$ cat src/verilog/ccr_regs.svh
`ifndef CCR_REGS_SVH
`define CCR_REGS_SVH
// Register indices; the byte address is four times the index.
`define CCR_IDX_CFG        5'h09
`define CCR_IDX_OCAL_HI    5'h0A
`define CCR_IDX_OCAL_LO    5'h0B
`define CCR_IDX_GCAL_HI    5'h0C
`define CCR_IDX_GCAL_LO    5'h0D
`define CCR_IDX_GLOBAL     5'h10
`define CCR_RST_CFG        16'h0000
`define CCR_RST_OCAL_HI    16'h0000
`define CCR_RST_OCAL_LO    16'h0000
`define CCR_RST_GCAL_HI    16'h8000
`define CCR_RST_GCAL_LO    16'h0000
`define CCR_RST_GLOBAL     4'h0
`define CCR_CFG_PHASE_HI   15
`define CCR_CFG_PHASE_LO   6
`define CCR_CFG_BYPASS     2
`define CCR_CFG_SEL_HI     1
`define CCR_CFG_SEL_LO     0
`define CCR_CFG_WMASK      16'hFFC7
`define CCR_LOW_WMASK      16'hFF00
`define CCR_HPF_OFF        4'h0
`define CCR_ADR_IDX_HI     6
`define CCR_ADR_IDX_LO     2
`define CCR_GLOB_WMASK     16'h000F
`define CCR_COEF_HI        3
`endif

$ cat src/verilog/ccr_pkg.sv
package ccr_pkg;
	typedef enum logic [1:0] {
		CCR_IN_PINS,
		CCR_IN_SHORT,
		CCR_IN_TEST_POS,
		CCR_IN_TEST_NEG
	} ccr_input_e;
endpackage : ccr_pkg

$ cat src/verilog/ccr_word16.sv
`include "ccr_regs.svh"
// One 16-bit register with per-bit write mask and byte lane enables.
module ccr_word16 import ccr_pkg::*; #(
	parameter logic [15:0] RESET_VAL = 16'h0000,
	parameter logic [15:0] WMASK     = 16'hFFFF
) (
	input  wire logic        core_clk, // Clock.
	input  wire logic        rst_n,    // Async reset, active low.
	input  wire logic        wr_en,    // Write strobe.
	input  wire logic [1:0]  wr_sel,   // Byte lane enables.
	input  wire logic [15:0] wr_data,  // Write data.
	output logic      [15:0] value     // Stored value.
);
	logic [15:0] value_q;
	wire  [15:0] lane_mask = {{8{wr_sel[1]}}, {8{wr_sel[0]}}} & WMASK;
	wire  [15:0] value_d   = wr_en ? ((value_q & ~lane_mask) | (wr_data & lane_mask)) : value_q;

	always_ff @(posedge core_clk or negedge rst_n) begin
		if (!rst_n) begin
			value_q <= RESET_VAL;
		end else begin
			value_q <= value_d;
		end
	end

	assign value = value_q;
endmodule : ccr_word16

$ cat src/verilog/ccr_hpf_select.sv
`include "ccr_regs.svh"
// Resolves the effective high-pass coefficient for channel 0.
module ccr_hpf_select import ccr_pkg::*; (
	input  wire logic       bypass,     // Per-channel bypass bit.
	input  wire logic [3:0] global_coef, // Global coefficient code.
	output logic            hpf_enable, // Filter active.
	output logic      [4:0] hpf_shift   // Coefficient as 2^-shift.
);
	// Code 1 gives 1/4 and each step halves, so the shift is code plus one.
	wire       on_w    = !bypass && (global_coef != `CCR_HPF_OFF);
	wire [4:0] shift_w = {1'b0, global_coef} + 5'h01;

	assign hpf_enable = on_w;
	assign hpf_shift  = on_w ? shift_w : 5'h00;
endmodule : ccr_hpf_select

$ cat src/verilog/ccr_channel0_regs.sv
// Notes on behaviour
// - Config word at index 9h, cleared to zero on reset.
// - Config bits 15:6 are a signed 10-bit phase delay in modulator clocks.
// - Config bit 2 set removes channel 0 high-pass filter regardless of global code.
// - Bypass bit clear (reset) lets the global coefficient code govern filtering.
// - Config bits 1:0 select input; 00 (reset) uses the channel's own pins.
// - Selector 01 shorts the converter inputs together.
// - Selector 10 feeds positive DC test signal, 11 negative.
// - Index Ah holds offset bits 23:8, read/write, reset zero.
// - Index Bh upper byte holds offset bits 7:0, lower byte reads zero.
// - Index Ch holds gain bits 23:8, reset 8000h for unity gain.
// - Index Dh upper byte holds gain bits 7:0, lower byte reads zero.
// - Global code 0000 disables filter; 0001..1111 give 1/4 down to 1/65536.
`include "ccr_regs.svh"
module ccr_channel0_regs import ccr_pkg::*; (
	input  wire logic        core_clk,                     // 20 MHz clock.
	input  wire logic        rst_n,                        // Async reset, active low.
	input  wire logic        wb_cyc_i,                     // Wishbone cycle.
	input  wire logic        wb_stb_i,                     // Wishbone strobe.
	input  wire logic        wb_we_i,                      // Wishbone write enable.
	input  wire logic [31:0] wb_adr_i,                     // Wishbone byte address.
	input  wire logic [3:0]  wb_sel_i,                     // Wishbone byte selects.
	input  wire logic [31:0] wb_dat_i,                     // Wishbone write data.
	output logic      [31:0] wb_dat_o,                     // Wishbone read data.
	output logic             wb_ack_o,                     // Wishbone acknowledge.
	output logic             wb_err_o,                     // Unmapped address answer.
	output logic signed [9:0] channel0_phase_delay,        // Phase delay, modulator clocks.
	output logic             channel0_highpass_bypass,     // Bypass bit as stored.
	output ccr_input_e       channel0_input_select,        // Input selector.
	output logic             channel0_use_pins,            // Positive/negative pins connected.
	output logic             channel0_inputs_shorted,      // Converter inputs shorted.
	output logic             channel0_test_positive,       // Positive DC test applied.
	output logic             channel0_test_negative,       // Negative DC test applied.
	output logic      [3:0]  global_highpass_coefficient,  // Global coefficient code.
	output logic             channel0_highpass_enable,     // Filter active on channel 0.
	output logic      [4:0]  channel0_highpass_shift,      // Coefficient as 2^-shift.
	output logic      [23:0] channel0_offset_cal,          // Combined offset value.
	output logic      [23:0] channel0_gain_cal             // Combined gain value.
);
	logic        ack_q;
	logic [31:0] rdata_q;
	logic        err_q;
	logic [15:0] cfg_w;
	logic [15:0] ocal_hi_w;
	logic [15:0] ocal_lo_w;
	logic [15:0] gcal_hi_w;
	logic [15:0] gcal_lo_w;
	logic [15:0] glob_w;
	logic        hpf_en_w;
	logic [4:0]  hpf_shift_w;

	// Single-cycle answer; ack drops the cycle after it was given.
	wire        req_w    = wb_cyc_i && wb_stb_i && !ack_q && !err_q;
	wire [4:0]  idx_w    = wb_adr_i[`CCR_ADR_IDX_HI:`CCR_ADR_IDX_LO];
	wire        hit_up_w = (wb_adr_i[31:`CCR_ADR_IDX_HI+1] == '0) &&
	                       (wb_adr_i[`CCR_ADR_IDX_LO-1:0] == '0);
	wire        sel_cfg  = hit_up_w && (idx_w == `CCR_IDX_CFG);
	wire        sel_oh   = hit_up_w && (idx_w == `CCR_IDX_OCAL_HI);
	wire        sel_ol   = hit_up_w && (idx_w == `CCR_IDX_OCAL_LO);
	wire        sel_gh   = hit_up_w && (idx_w == `CCR_IDX_GCAL_HI);
	wire        sel_gl   = hit_up_w && (idx_w == `CCR_IDX_GCAL_LO);
	wire        sel_gb   = hit_up_w && (idx_w == `CCR_IDX_GLOBAL);
	wire        mapped_w = sel_cfg | sel_oh | sel_ol | sel_gh | sel_gl | sel_gb;
	wire        wr_w     = req_w && wb_we_i && mapped_w;
	wire [1:0]  lanes_w  = wb_sel_i[1:0];

	// Reserved bits 5:3 of the config word are masked so they always read zero.
	ccr_word16 #(.RESET_VAL(`CCR_RST_CFG), .WMASK(`CCR_CFG_WMASK)) u_cfg (
		.core_clk (core_clk),
		.rst_n    (rst_n),
		.wr_en    (wr_w && sel_cfg),
		.wr_sel   (lanes_w),
		.wr_data  (wb_dat_i[15:0]),
		.value    (cfg_w)
	);
	ccr_word16 #(.RESET_VAL(`CCR_RST_OCAL_HI)) u_ocal_hi (
		.core_clk (core_clk),
		.rst_n    (rst_n),
		.wr_en    (wr_w && sel_oh),
		.wr_sel   (lanes_w),
		.wr_data  (wb_dat_i[15:0]),
		.value    (ocal_hi_w)
	);
	ccr_word16 #(.RESET_VAL(`CCR_RST_OCAL_LO), .WMASK(`CCR_LOW_WMASK)) u_ocal_lo (
		.core_clk (core_clk),
		.rst_n    (rst_n),
		.wr_en    (wr_w && sel_ol),
		.wr_sel   (lanes_w),
		.wr_data  (wb_dat_i[15:0]),
		.value    (ocal_lo_w)
	);
	ccr_word16 #(.RESET_VAL(`CCR_RST_GCAL_HI)) u_gcal_hi (
		.core_clk (core_clk),
		.rst_n    (rst_n),
		.wr_en    (wr_w && sel_gh),
		.wr_sel   (lanes_w),
		.wr_data  (wb_dat_i[15:0]),
		.value    (gcal_hi_w)
	);
	ccr_word16 #(.RESET_VAL(`CCR_RST_GCAL_LO), .WMASK(`CCR_LOW_WMASK)) u_gcal_lo (
		.core_clk (core_clk),
		.rst_n    (rst_n),
		.wr_en    (wr_w && sel_gl),
		.wr_sel   (lanes_w),
		.wr_data  (wb_dat_i[15:0]),
		.value    (gcal_lo_w)
	);
	// The global coefficient lives here because this bank is its only consumer.
	ccr_word16 #(.RESET_VAL({12'h000, `CCR_RST_GLOBAL}), .WMASK(`CCR_GLOB_WMASK)) u_glob (
		.core_clk (core_clk),
		.rst_n    (rst_n),
		.wr_en    (wr_w && sel_gb),
		.wr_sel   (lanes_w),
		.wr_data  (wb_dat_i[15:0]),
		.value    (glob_w)
	);

	ccr_hpf_select u_hpf (
		.bypass      (cfg_w[`CCR_CFG_BYPASS]),
		.global_coef (glob_w[`CCR_COEF_HI:0]),
		.hpf_enable  (hpf_en_w),
		.hpf_shift   (hpf_shift_w)
	);

	wire [15:0] rd_mux_w = sel_cfg ? cfg_w :
	                       sel_oh  ? ocal_hi_w :
	                       sel_ol  ? ocal_lo_w :
	                       sel_gh  ? gcal_hi_w :
	                       sel_gl  ? gcal_lo_w :
	                       sel_gb  ? glob_w : 16'h0000;
	wire [31:0] rdata_d  = (req_w && !wb_we_i && mapped_w) ? {16'h0000, rd_mux_w} : rdata_q;
	wire        ack_d    = req_w && mapped_w;
	wire        err_d    = req_w && !mapped_w;

	always_ff @(posedge core_clk or negedge rst_n) begin
		if (!rst_n) begin
			ack_q   <= 1'b0;
			err_q   <= 1'b0;
			rdata_q <= 32'h00000000;
		end else begin
			ack_q   <= ack_d;
			err_q   <= err_d;
			rdata_q <= rdata_d;
		end
	end

	wire [1:0] sel_w = cfg_w[`CCR_CFG_SEL_HI:`CCR_CFG_SEL_LO];

	assign wb_ack_o                    = ack_q;
	assign wb_err_o                    = err_q;
	assign wb_dat_o                    = rdata_q;
	assign channel0_phase_delay        = cfg_w[`CCR_CFG_PHASE_HI:`CCR_CFG_PHASE_LO];
	assign channel0_highpass_bypass    = cfg_w[`CCR_CFG_BYPASS];
	assign channel0_input_select       = ccr_input_e'(sel_w);
	assign channel0_use_pins           = (sel_w == CCR_IN_PINS);
	assign channel0_inputs_shorted     = (sel_w == CCR_IN_SHORT);
	assign channel0_test_positive      = (sel_w == CCR_IN_TEST_POS);
	assign channel0_test_negative      = (sel_w == CCR_IN_TEST_NEG);
	assign global_highpass_coefficient = glob_w[`CCR_COEF_HI:0];
	assign channel0_highpass_enable    = hpf_en_w;
	assign channel0_highpass_shift     = hpf_shift_w;
	assign channel0_offset_cal         = {ocal_hi_w, ocal_lo_w[15:8]};
	assign channel0_gain_cal           = {gcal_hi_w, gcal_lo_w[15:8]};
endmodule : ccr_channel0_regs

$ cat config.mk
export PLATFORM = sky130hd
export DESIGN_NAME = ccr_channel0_regs
export DESIGN_NICKNAME = d
export VERILOG_FILES = /design/src/verilog/ccr_pkg.sv /design/src/verilog/ccr_word16.sv /design/src/verilog/ccr_hpf_select.sv /design/src/verilog/ccr_channel0_regs.sv
export VERILOG_INCLUDE_DIRS = /design/src /design/src/verilog
export SDC_FILE = /design/constraint.sdc
export NUM_CORES = 1
export LEC_CHECK = 0
export ABC_AREA = 1
export BUFFER_PORTS_ARGS = -buffer_cell sky130_fd_sc_hd__buf_2
export CORE_MARGIN = 8
export CORE_UTILIZATION = 40
export CTS_CLUSTER_DIAMETER = 120
export DETAILED_ROUTE_END_ITERATION = 7
export PLACE_DENSITY = 0.76
export SYNTH_ARGS = -nofsm -noshare
export SYNTH_HDL_FRONTEND = slang
export SYNTH_HIERARCHICAL = 1
export SYNTH_SLANG_ARGS = --single-unit
$ cat constraint.sdc
create_clock -name core_clk -period 1.9 [get_ports core_clk]
set_input_delay 0.285 -clock core_clk [delete_from_list [all_inputs] [get_ports core_clk]]
set_output_delay 0.285 -clock core_clk [all_outputs]
set_load 0.03 [all_outputs]
==> results of run 1 <==
==> metrics by stage <==
step | setup slack, ns | setup TNS, ns | util, %
2_1_floorplan | -0.0168 | -0.519 | -
5_1_grt | 0.00291 | 0 | 49.3
3_3_place_gp | -0.257 | -10.12 | 46.9
6_report | 0.111 | 0 | 49.3
3_5_place_dp | -0.251 | -12.13 | 46.9
4_1_cts | 0.0159 | 0 | 49.0
==> repair_timing <==
action	4_1_cts	5_1_grt
setup endpoints to repair	0	54
setup buffers	0	0
hold endpoints to repair	18	0
hold buffers	1	0
gates resized for setup	0	9
==> cell usage after synthesis, types with 2 or more instances <==
| cell type | count | area [um^2] |
|---|---|---|
| and2_1 | 2 | 12.5 |
| buf_12 | 2 | 40.0 |
| buf_2 | 8 | 40.0 |
| buf_4 | 53 | 398 |
| buf_6 | 12 | 135 |
| conb_1 | 5 | 18.8 |
| dfrtp_1 | 82 | 2050 |
| ha_1 | 2 | 25.0 |
| inv_1 | 41 | 154 |
| nand2_1 | 266 | 998 |
| nand2_2 | 9 | 56.3 |
| nand2_8 | 2 | 40.0 |
| nand3_1 | 80 | 400 |
| nand3_2 | 26 | 260 |
| nand4_1 | 18 | 113 |
| nor2_1 | 63 | 236 |
| nor3_1 | 6 | 30.0 |
| nor3_2 | 3 | 30.0 |
==> layer usage <==
| metal | global-route usage (%) | part of all wire, % |
|---|---|---|
| met5 | 0 | 0 |
| met4 | 6.95 | 2.5 |
| met3 | 4.95 | 8.0 |
| met2 | 29.6 | 48 |
| met1 | 22.6 | 42 |
==> critical path: stages (launching register included) <==
cell and delay, ns:
dfrtp_2 0.44, inv_1 0.06, ha_1 0.20, nand3_2 0.08, nand2_2 0.08, nor2_1 0.10, buf_2 0.20
==> cell usage in the layout, fill, tap and decap left out, drive strengths merged, types with 2 or more instances in the layout <==
master	count
ha	2
nand2	277
nor2	66
buf	187
inv	42
conb	47
nor3	10
clkinv	3
and2	2
nand4	18
clkbuf	12
nand3	107
nor4	3
dfrtp	82
==> power by group through the flow <==
stage,sequential (W),combinational [W],clock (W)
floorplan,0.00180,0.000197,0
global placement,0.00180,0.000274,0
detailed placement,0.00180,0.000278,0
CTS,0.00177,0.000280,0.00161
global route,0.00177,0.000313,0.00170
finish,0.00177,0.000283,0.00159
==> logic make-up after synthesis <==
| kind of cell | synth area share, % |
|---|---|
| AND/OR/NAND/NOR | 44.2 |
| buffers and inverters | 14.7 |
| flip-flops | 39.7 |
| other | 0.358 |
| AO/OA/AOI/OAI | 0.454 |
| adder cells (fa/ha/maj) | 0.478 |
| XOR/XNOR | 0.167 |
==> final cells by class <==
| type | instances | share of cell area (%) |
|---|---|---|
| Clock buffer | 12 | 3.84 |
| Clock inverter | 3 | 0.234 |
| Inverter | 42 | 2.45 |
| Multi-Input combinational cell | 538 | 40.3 |
| Sequential cell | 83 | 32.4 |
| Tap cell | 176 | 3.43 |
| Timing Repair Buffer | 188 | 17.4 |
==> worst paths after layout <==
check                             start                    endpoint  slack, ns  cells after the start
max                            register  channel0_highpass_shift[3]       0.11                      6
min                         wb_dat_i[5]                    register       0.21                      3
max reg2reg                    wb_ack_o                    register       0.22                      8
min reg2reg                wb_dat_o[12]                wb_dat_o[12]       0.47                      2
max in group asynchronous         rst_n  asynchronous set/reset pin       1.00                      3
min in group asynchronous         rst_n  asynchronous set/reset pin       0.37                      2
==> results_dict.tcl, run 1 <==
set metrics [dict create \
    drc 0 \
    regArea_um2 2080 \
    antenna_found_initial 0 \
    h-tree-depth 3 \
    tightest_slew_ns 0.503 \
    place.detailed.hpwl_um 12100 \
    fp-row-count 42 \
    num_vias 4887 \
    worstPathArrival_ns 1.50 \
    seq_area_frac_synth_pct 39.7 \
    ys.flop_type "dfrtp_1" \
    leakagePower_nw 3.67 \
    grt_pass1_vias 4704 \
    ys_types 34 \
    overflow 0 \
    numCtsBuffers 9 \
    period_share_pct 94.2 \
    portBuffers 147 \
    hp-class "input port to register" \
    slew_viol_final 0 \
    place_congestion 0.868 \
    grt_start_max_net_pins 34 \
    clockBufferDepth 2 \
    multi_input_area_um2 2590 \
    min_period_ns 1.79 \
    status "finished, final reports clean" \
    power.share.switching_pct 24.3 \
    drive_gt1_share_pct 29.9 \
    p_int_w 0.00275 \
    cts.sinks 83 \
    n_antenna_cell 0 \
    crit_fanout 8 \
    syn_to_final_growth_pct 22.6 \
    ir_drop_v 0.000336 \
    clockPowerShare_pct 43.6 \
    worst_skew_pair.late_latency_ns 0.34 \
    die_w_um 130 \
    synth_edf_count 0 \
    root_buffer "clkbuf_16" \
    powerDensity_nw_per_um2 566 \
    n_fill_cell 1290 \
    path_clk_slew_ns 0.06 \
    synth_seq_cells 83 \
    core_um2 13000 \
    maxSlewHeadroom_pct 66.5 \
    routedWlPerCell_um 14.7 \
    startpoint_type "register" \
    yosysWarnings 6 \
    max_clock_freq_mhz 559 \
    fin_area_um2 6420 \
    whs_ns 0.207 \
    finalHoldViolCount 0 \
    wl_um 15300 \
    criticalPathCategory "register to output pin" \
    report.power.total_w 0.00364 \
    die-area_um2 17000 \
    drv_cap 0 \
    grt_use_total_pct 18.2 \
    dp_cells 1026 \
    place_area_um2 6120 \
    cts_tree "yes" \
    grt_pass1_wl_um 24200 \
    vias_per_cell 4.69 \
    setup_violations 0 \
    synth_area_um2 5240 \
    start_util_pct 40.2 \
    netlist_instances 696 \
    pin_count 182 \
    finish.net_count 937 \
    fin_cells 1042 \
    ant_nets 0 \
    synthArstFlopShare_pct 100 \
    fin_skew_ns 0.00545 \
    synth.avg_cell_area_um2 7.53 \
    combPwrFrac_pct 7.8 \
    rsz0062_at_grt "false" \
    dr.pass1.iters 7 \
    seq_power_share_pct 48.6 \
    worstPathRequired_ns 1.62 \
    endpoint_kind "output pin" \
    p_sw_w 0.000885 \
    die-height_um 130 \
    dr.first_iter.drc_count 329 \
]
Note: power is estimated with default switching activity, not from simulation.
==> inputs of run 2 (changes only) <==
--- a/config.mk
+++ b/config.mk
@@ -14,6 +14,6 @@
 export DETAILED_ROUTE_END_ITERATION = 7
-export PLACE_DENSITY = 0.76
+export PLACE_DENSITY = 0.79
+export SLEW_MARGIN = 40
 export SYNTH_ARGS = -nofsm -noshare
 export SYNTH_HDL_FRONTEND = slang
-export SYNTH_HIERARCHICAL = 1
 export SYNTH_SLANG_ARGS = --single-unit
--- a/constraint.sdc
+++ b/constraint.sdc
@@ -3,2 +3,2 @@
 set_output_delay 0.285 -clock core_clk [all_outputs]
-set_load 0.03 [all_outputs]
+set_load 0.1 [all_outputs]
==> run 2 against run 1 <==
  * The run now ends with negative setup slack left
  * Via count is 13% lower
  * Clock power fell by 19%
  * Register-to-register slack about the same
==> results_dict.tcl, run 2 <==
set metrics [dict create \
    routedWlPerCell_um 14.8 \
    slew_viol_final 0 \
    status "finished, violations left" \
    drive_gt1_share_pct 33.6 \
    place_area_um2 5580 \
    n_antenna_cell 0 \
    drv_cap 0 \
    synth_top_area_cell "dfrtp_1" \
    ys.flop_type "dfrtp_1" \
    syn_to_final_growth_pct 34.9 \
    die-height_um 120 \
    period_share_pct 104 \
    ir_drop_v 0.000324 \
    synth_edf_count 0 \
    dp_cells 854 \
    grt_pass1_vias 4256 \
    synth_area_um2 4330 \
    netlist_instances 553 \
    layout_commonest_cell "nand2_1" \
    die_w_um 120 \
    maxSlewHeadroom_pct 65.6 \
    dr.pass1.iters 4 \
    worstPathArrival_ns 1.69 \
    yosysWarnings 0 \
    leakagePower_nw 3.47 \
    clockBufferDepth 2 \
    setup_violations 4 \
    final.setup.tns_ns -0.163 \
    synthArstFlopShare_pct 100 \
    synthTopCellsByArea "dfrtp_1, nand2_1, nand3_1" \
    cts.sinks 83 \
    grt_use_total_pct 18.1 \
    endpoint_kind "output pin" \
    path_clk_slew_ns 0.10 \
    finish.net_count 808 \
    fin_cells 878 \
    worstPathRequired_ns 1.62 \
    portBuffers 147 \
    wl_um 13000 \
    vias_per_cell 4.82 \
    fin_area_um2 5850 \
    drc 0 \
    fp-row-count 38 \
    synth.avg_cell_area_um2 7.84 \
    mostFrequentLayoutCells "nand2_1, buf_2, dfrtp_1" \
    num_vias 4236 \
    criticalPathCategory "register to output pin" \
    fin_skew_ns 0.0209 \
    ant_nets 0 \
    start_util_pct 40.5 \
    n_fill_cell 1024 \
    crit_fanout 4 \
    finalHoldViolCount 0 \
    core_um2 10700 \
    pin_count 182 \
    synthTopCellsByCount "nand2_1, dfrtp_1, nand3_1" \
    powerDensity_nw_per_um2 575 \
    cts_tree "yes" \
    numCtsBuffers 9 \
    timing.final.ws_setup_ns -0.0747 \
    synth_top_cell_area_share_pct 47.4 \
    startpoint_type "register" \
    seq_area_frac_synth_pct 48.0 \
    overflow 0 \
    die-area_um2 14400 \
    max_clock_freq_mhz 506 \
    hp-class "input port to register" \
    synth_seq_cells 83 \
    ys_types 36 \
    grt_pass1_wl_um 21400 \
    rsz0062_at_grt "true" \
    grt_start_max_net_pins 38 \
    antenna_found_initial 0 \
    min_period_ns 1.97 \
    yosysMostFrequentCell "nand2_1" \
    violations "negative setup slack" \
    h-tree-depth 3 \
    tightest_slew_ns 0.520 \
    root_buffer "clkbuf_8" \
    report.power.total_w 0.00336 \
    place.detailed.hpwl_um 10200 \
    worst_skew_pair.late_latency_ns 0.35 \
    place_congestion 0.869 \
    whs_ns 0.151 \
    dr.first_iter.drc_count 324 \
]
-- run 2: cell count changes after synthesis, sizes merged, moves of 10 or more --
cell | previous run | this run
a21oi | 0 | 15
nand2 | 277 | 225
buf | 75 | 28
nand3 | 107 | 59
o21ai | 1 | 18
nand4 | 18 | 7
nor2 | 66 | 30
inv | 42 | 52
-- run 2: kinds of logic (layout without fill, tap and decap cells) --
group | count (synthesis) | count (layout) | share of synthesized area, %
AOI/OAI and AO/OA | 41 | 41 | 5.17
adders and majority gates | 2 | 2 | 0.577
buffers and inverters | 83 | 253 | 9.82
DFF | 83 | 83 | 48.0
muxes | 8 | 8 | 1.85
other | 1 | 16 | 0.0865
and+or+nand+nor | 335 | 335 | 34.5
-- run 2: critical path, stage by stage, from the launching register on --
cell,delay (ns)
dfrtp_4,0.46
inv_4,0.05
ha_4,0.15
a31oi_4,0.22
o21ai_2,0.11
a21oi_4,0.15
buf_12,0.19
-- run 2: worst paths after layout --
path | from | endpoint | slack, ns | cells after the start
max | register | channel0_highpass_shift[2] | -0.07 | 6
min in group asynchronous | rst_n | asynchronous set/reset pin | 0.42 | 2
min reg2reg | wb_dat_o[10] | wb_dat_o[10] | 0.48 | 2
max reg2reg | wb_ack_o | register | 0.22 | 7
min | wb_dat_i[4] | register | 0.15 | 3
max in group asynchronous | rst_n | asynchronous set/reset pin | 0.84 | 3
-- run 2: metrics by stage --
step	setup WS [ns]	util, %
3_3_place_gp	-0.0159	52.1
2_1_floorplan	-0.650	-
4_1_cts	-0.0876	54.4
6_report	-0.0747	54.7
3_5_place_dp	-0.0554	52.1
5_1_grt	-0.132	54.7
-- run 2: layout make-up --
| cell class | count | area (um^2) | share of cell area (%) |
|---|---|---|---|
| well taps | 140 | 175 | 3.00 |
| inverters | 54 | 211 | 3.62 |
| clock buffers | 10 | 128 | 2.18 |
| repair buffers | 183 | 1180 | 20.1 |
| multi-input cells | 402 | 1980 | 33.9 |
| flip-flops and latches | 83 | 2100 | 35.9 |
| clock inverters | 6 | 73.8 | 1.26 |
-- run 2: layer usage --
layer / routed length [um] / track usage [%] / up-vias / share of wire, %
li1: - / - / 2086 / -
met1: 5210 / 21.9 / 1975 / 40
met4: 150 / 4.76 / 0 / 1.2
met3: 1150 / 5.59 / 11 / 8.9
met2: 6460 / 30.8 / 164 / 50
met5: 0 / 0 / - / 0
-- run 2: what timing repair did --
action | 4_1_cts | 5_1_grt
hold endpoints to repair | 34 | 0
setup buffers | 4 | 3
hold buffers | 1 | 0
setup endpoints to repair | 5 | 50
pin swaps | 2 | 1
resized for setup | 0 | 2
-- run 2: power by group --
part           internal [W]  switching [W]
clock              0.000622       0.000662
combinational     0.0000602       0.000252
sequential          0.00177    0.000000544
total               0.00245       0.000914
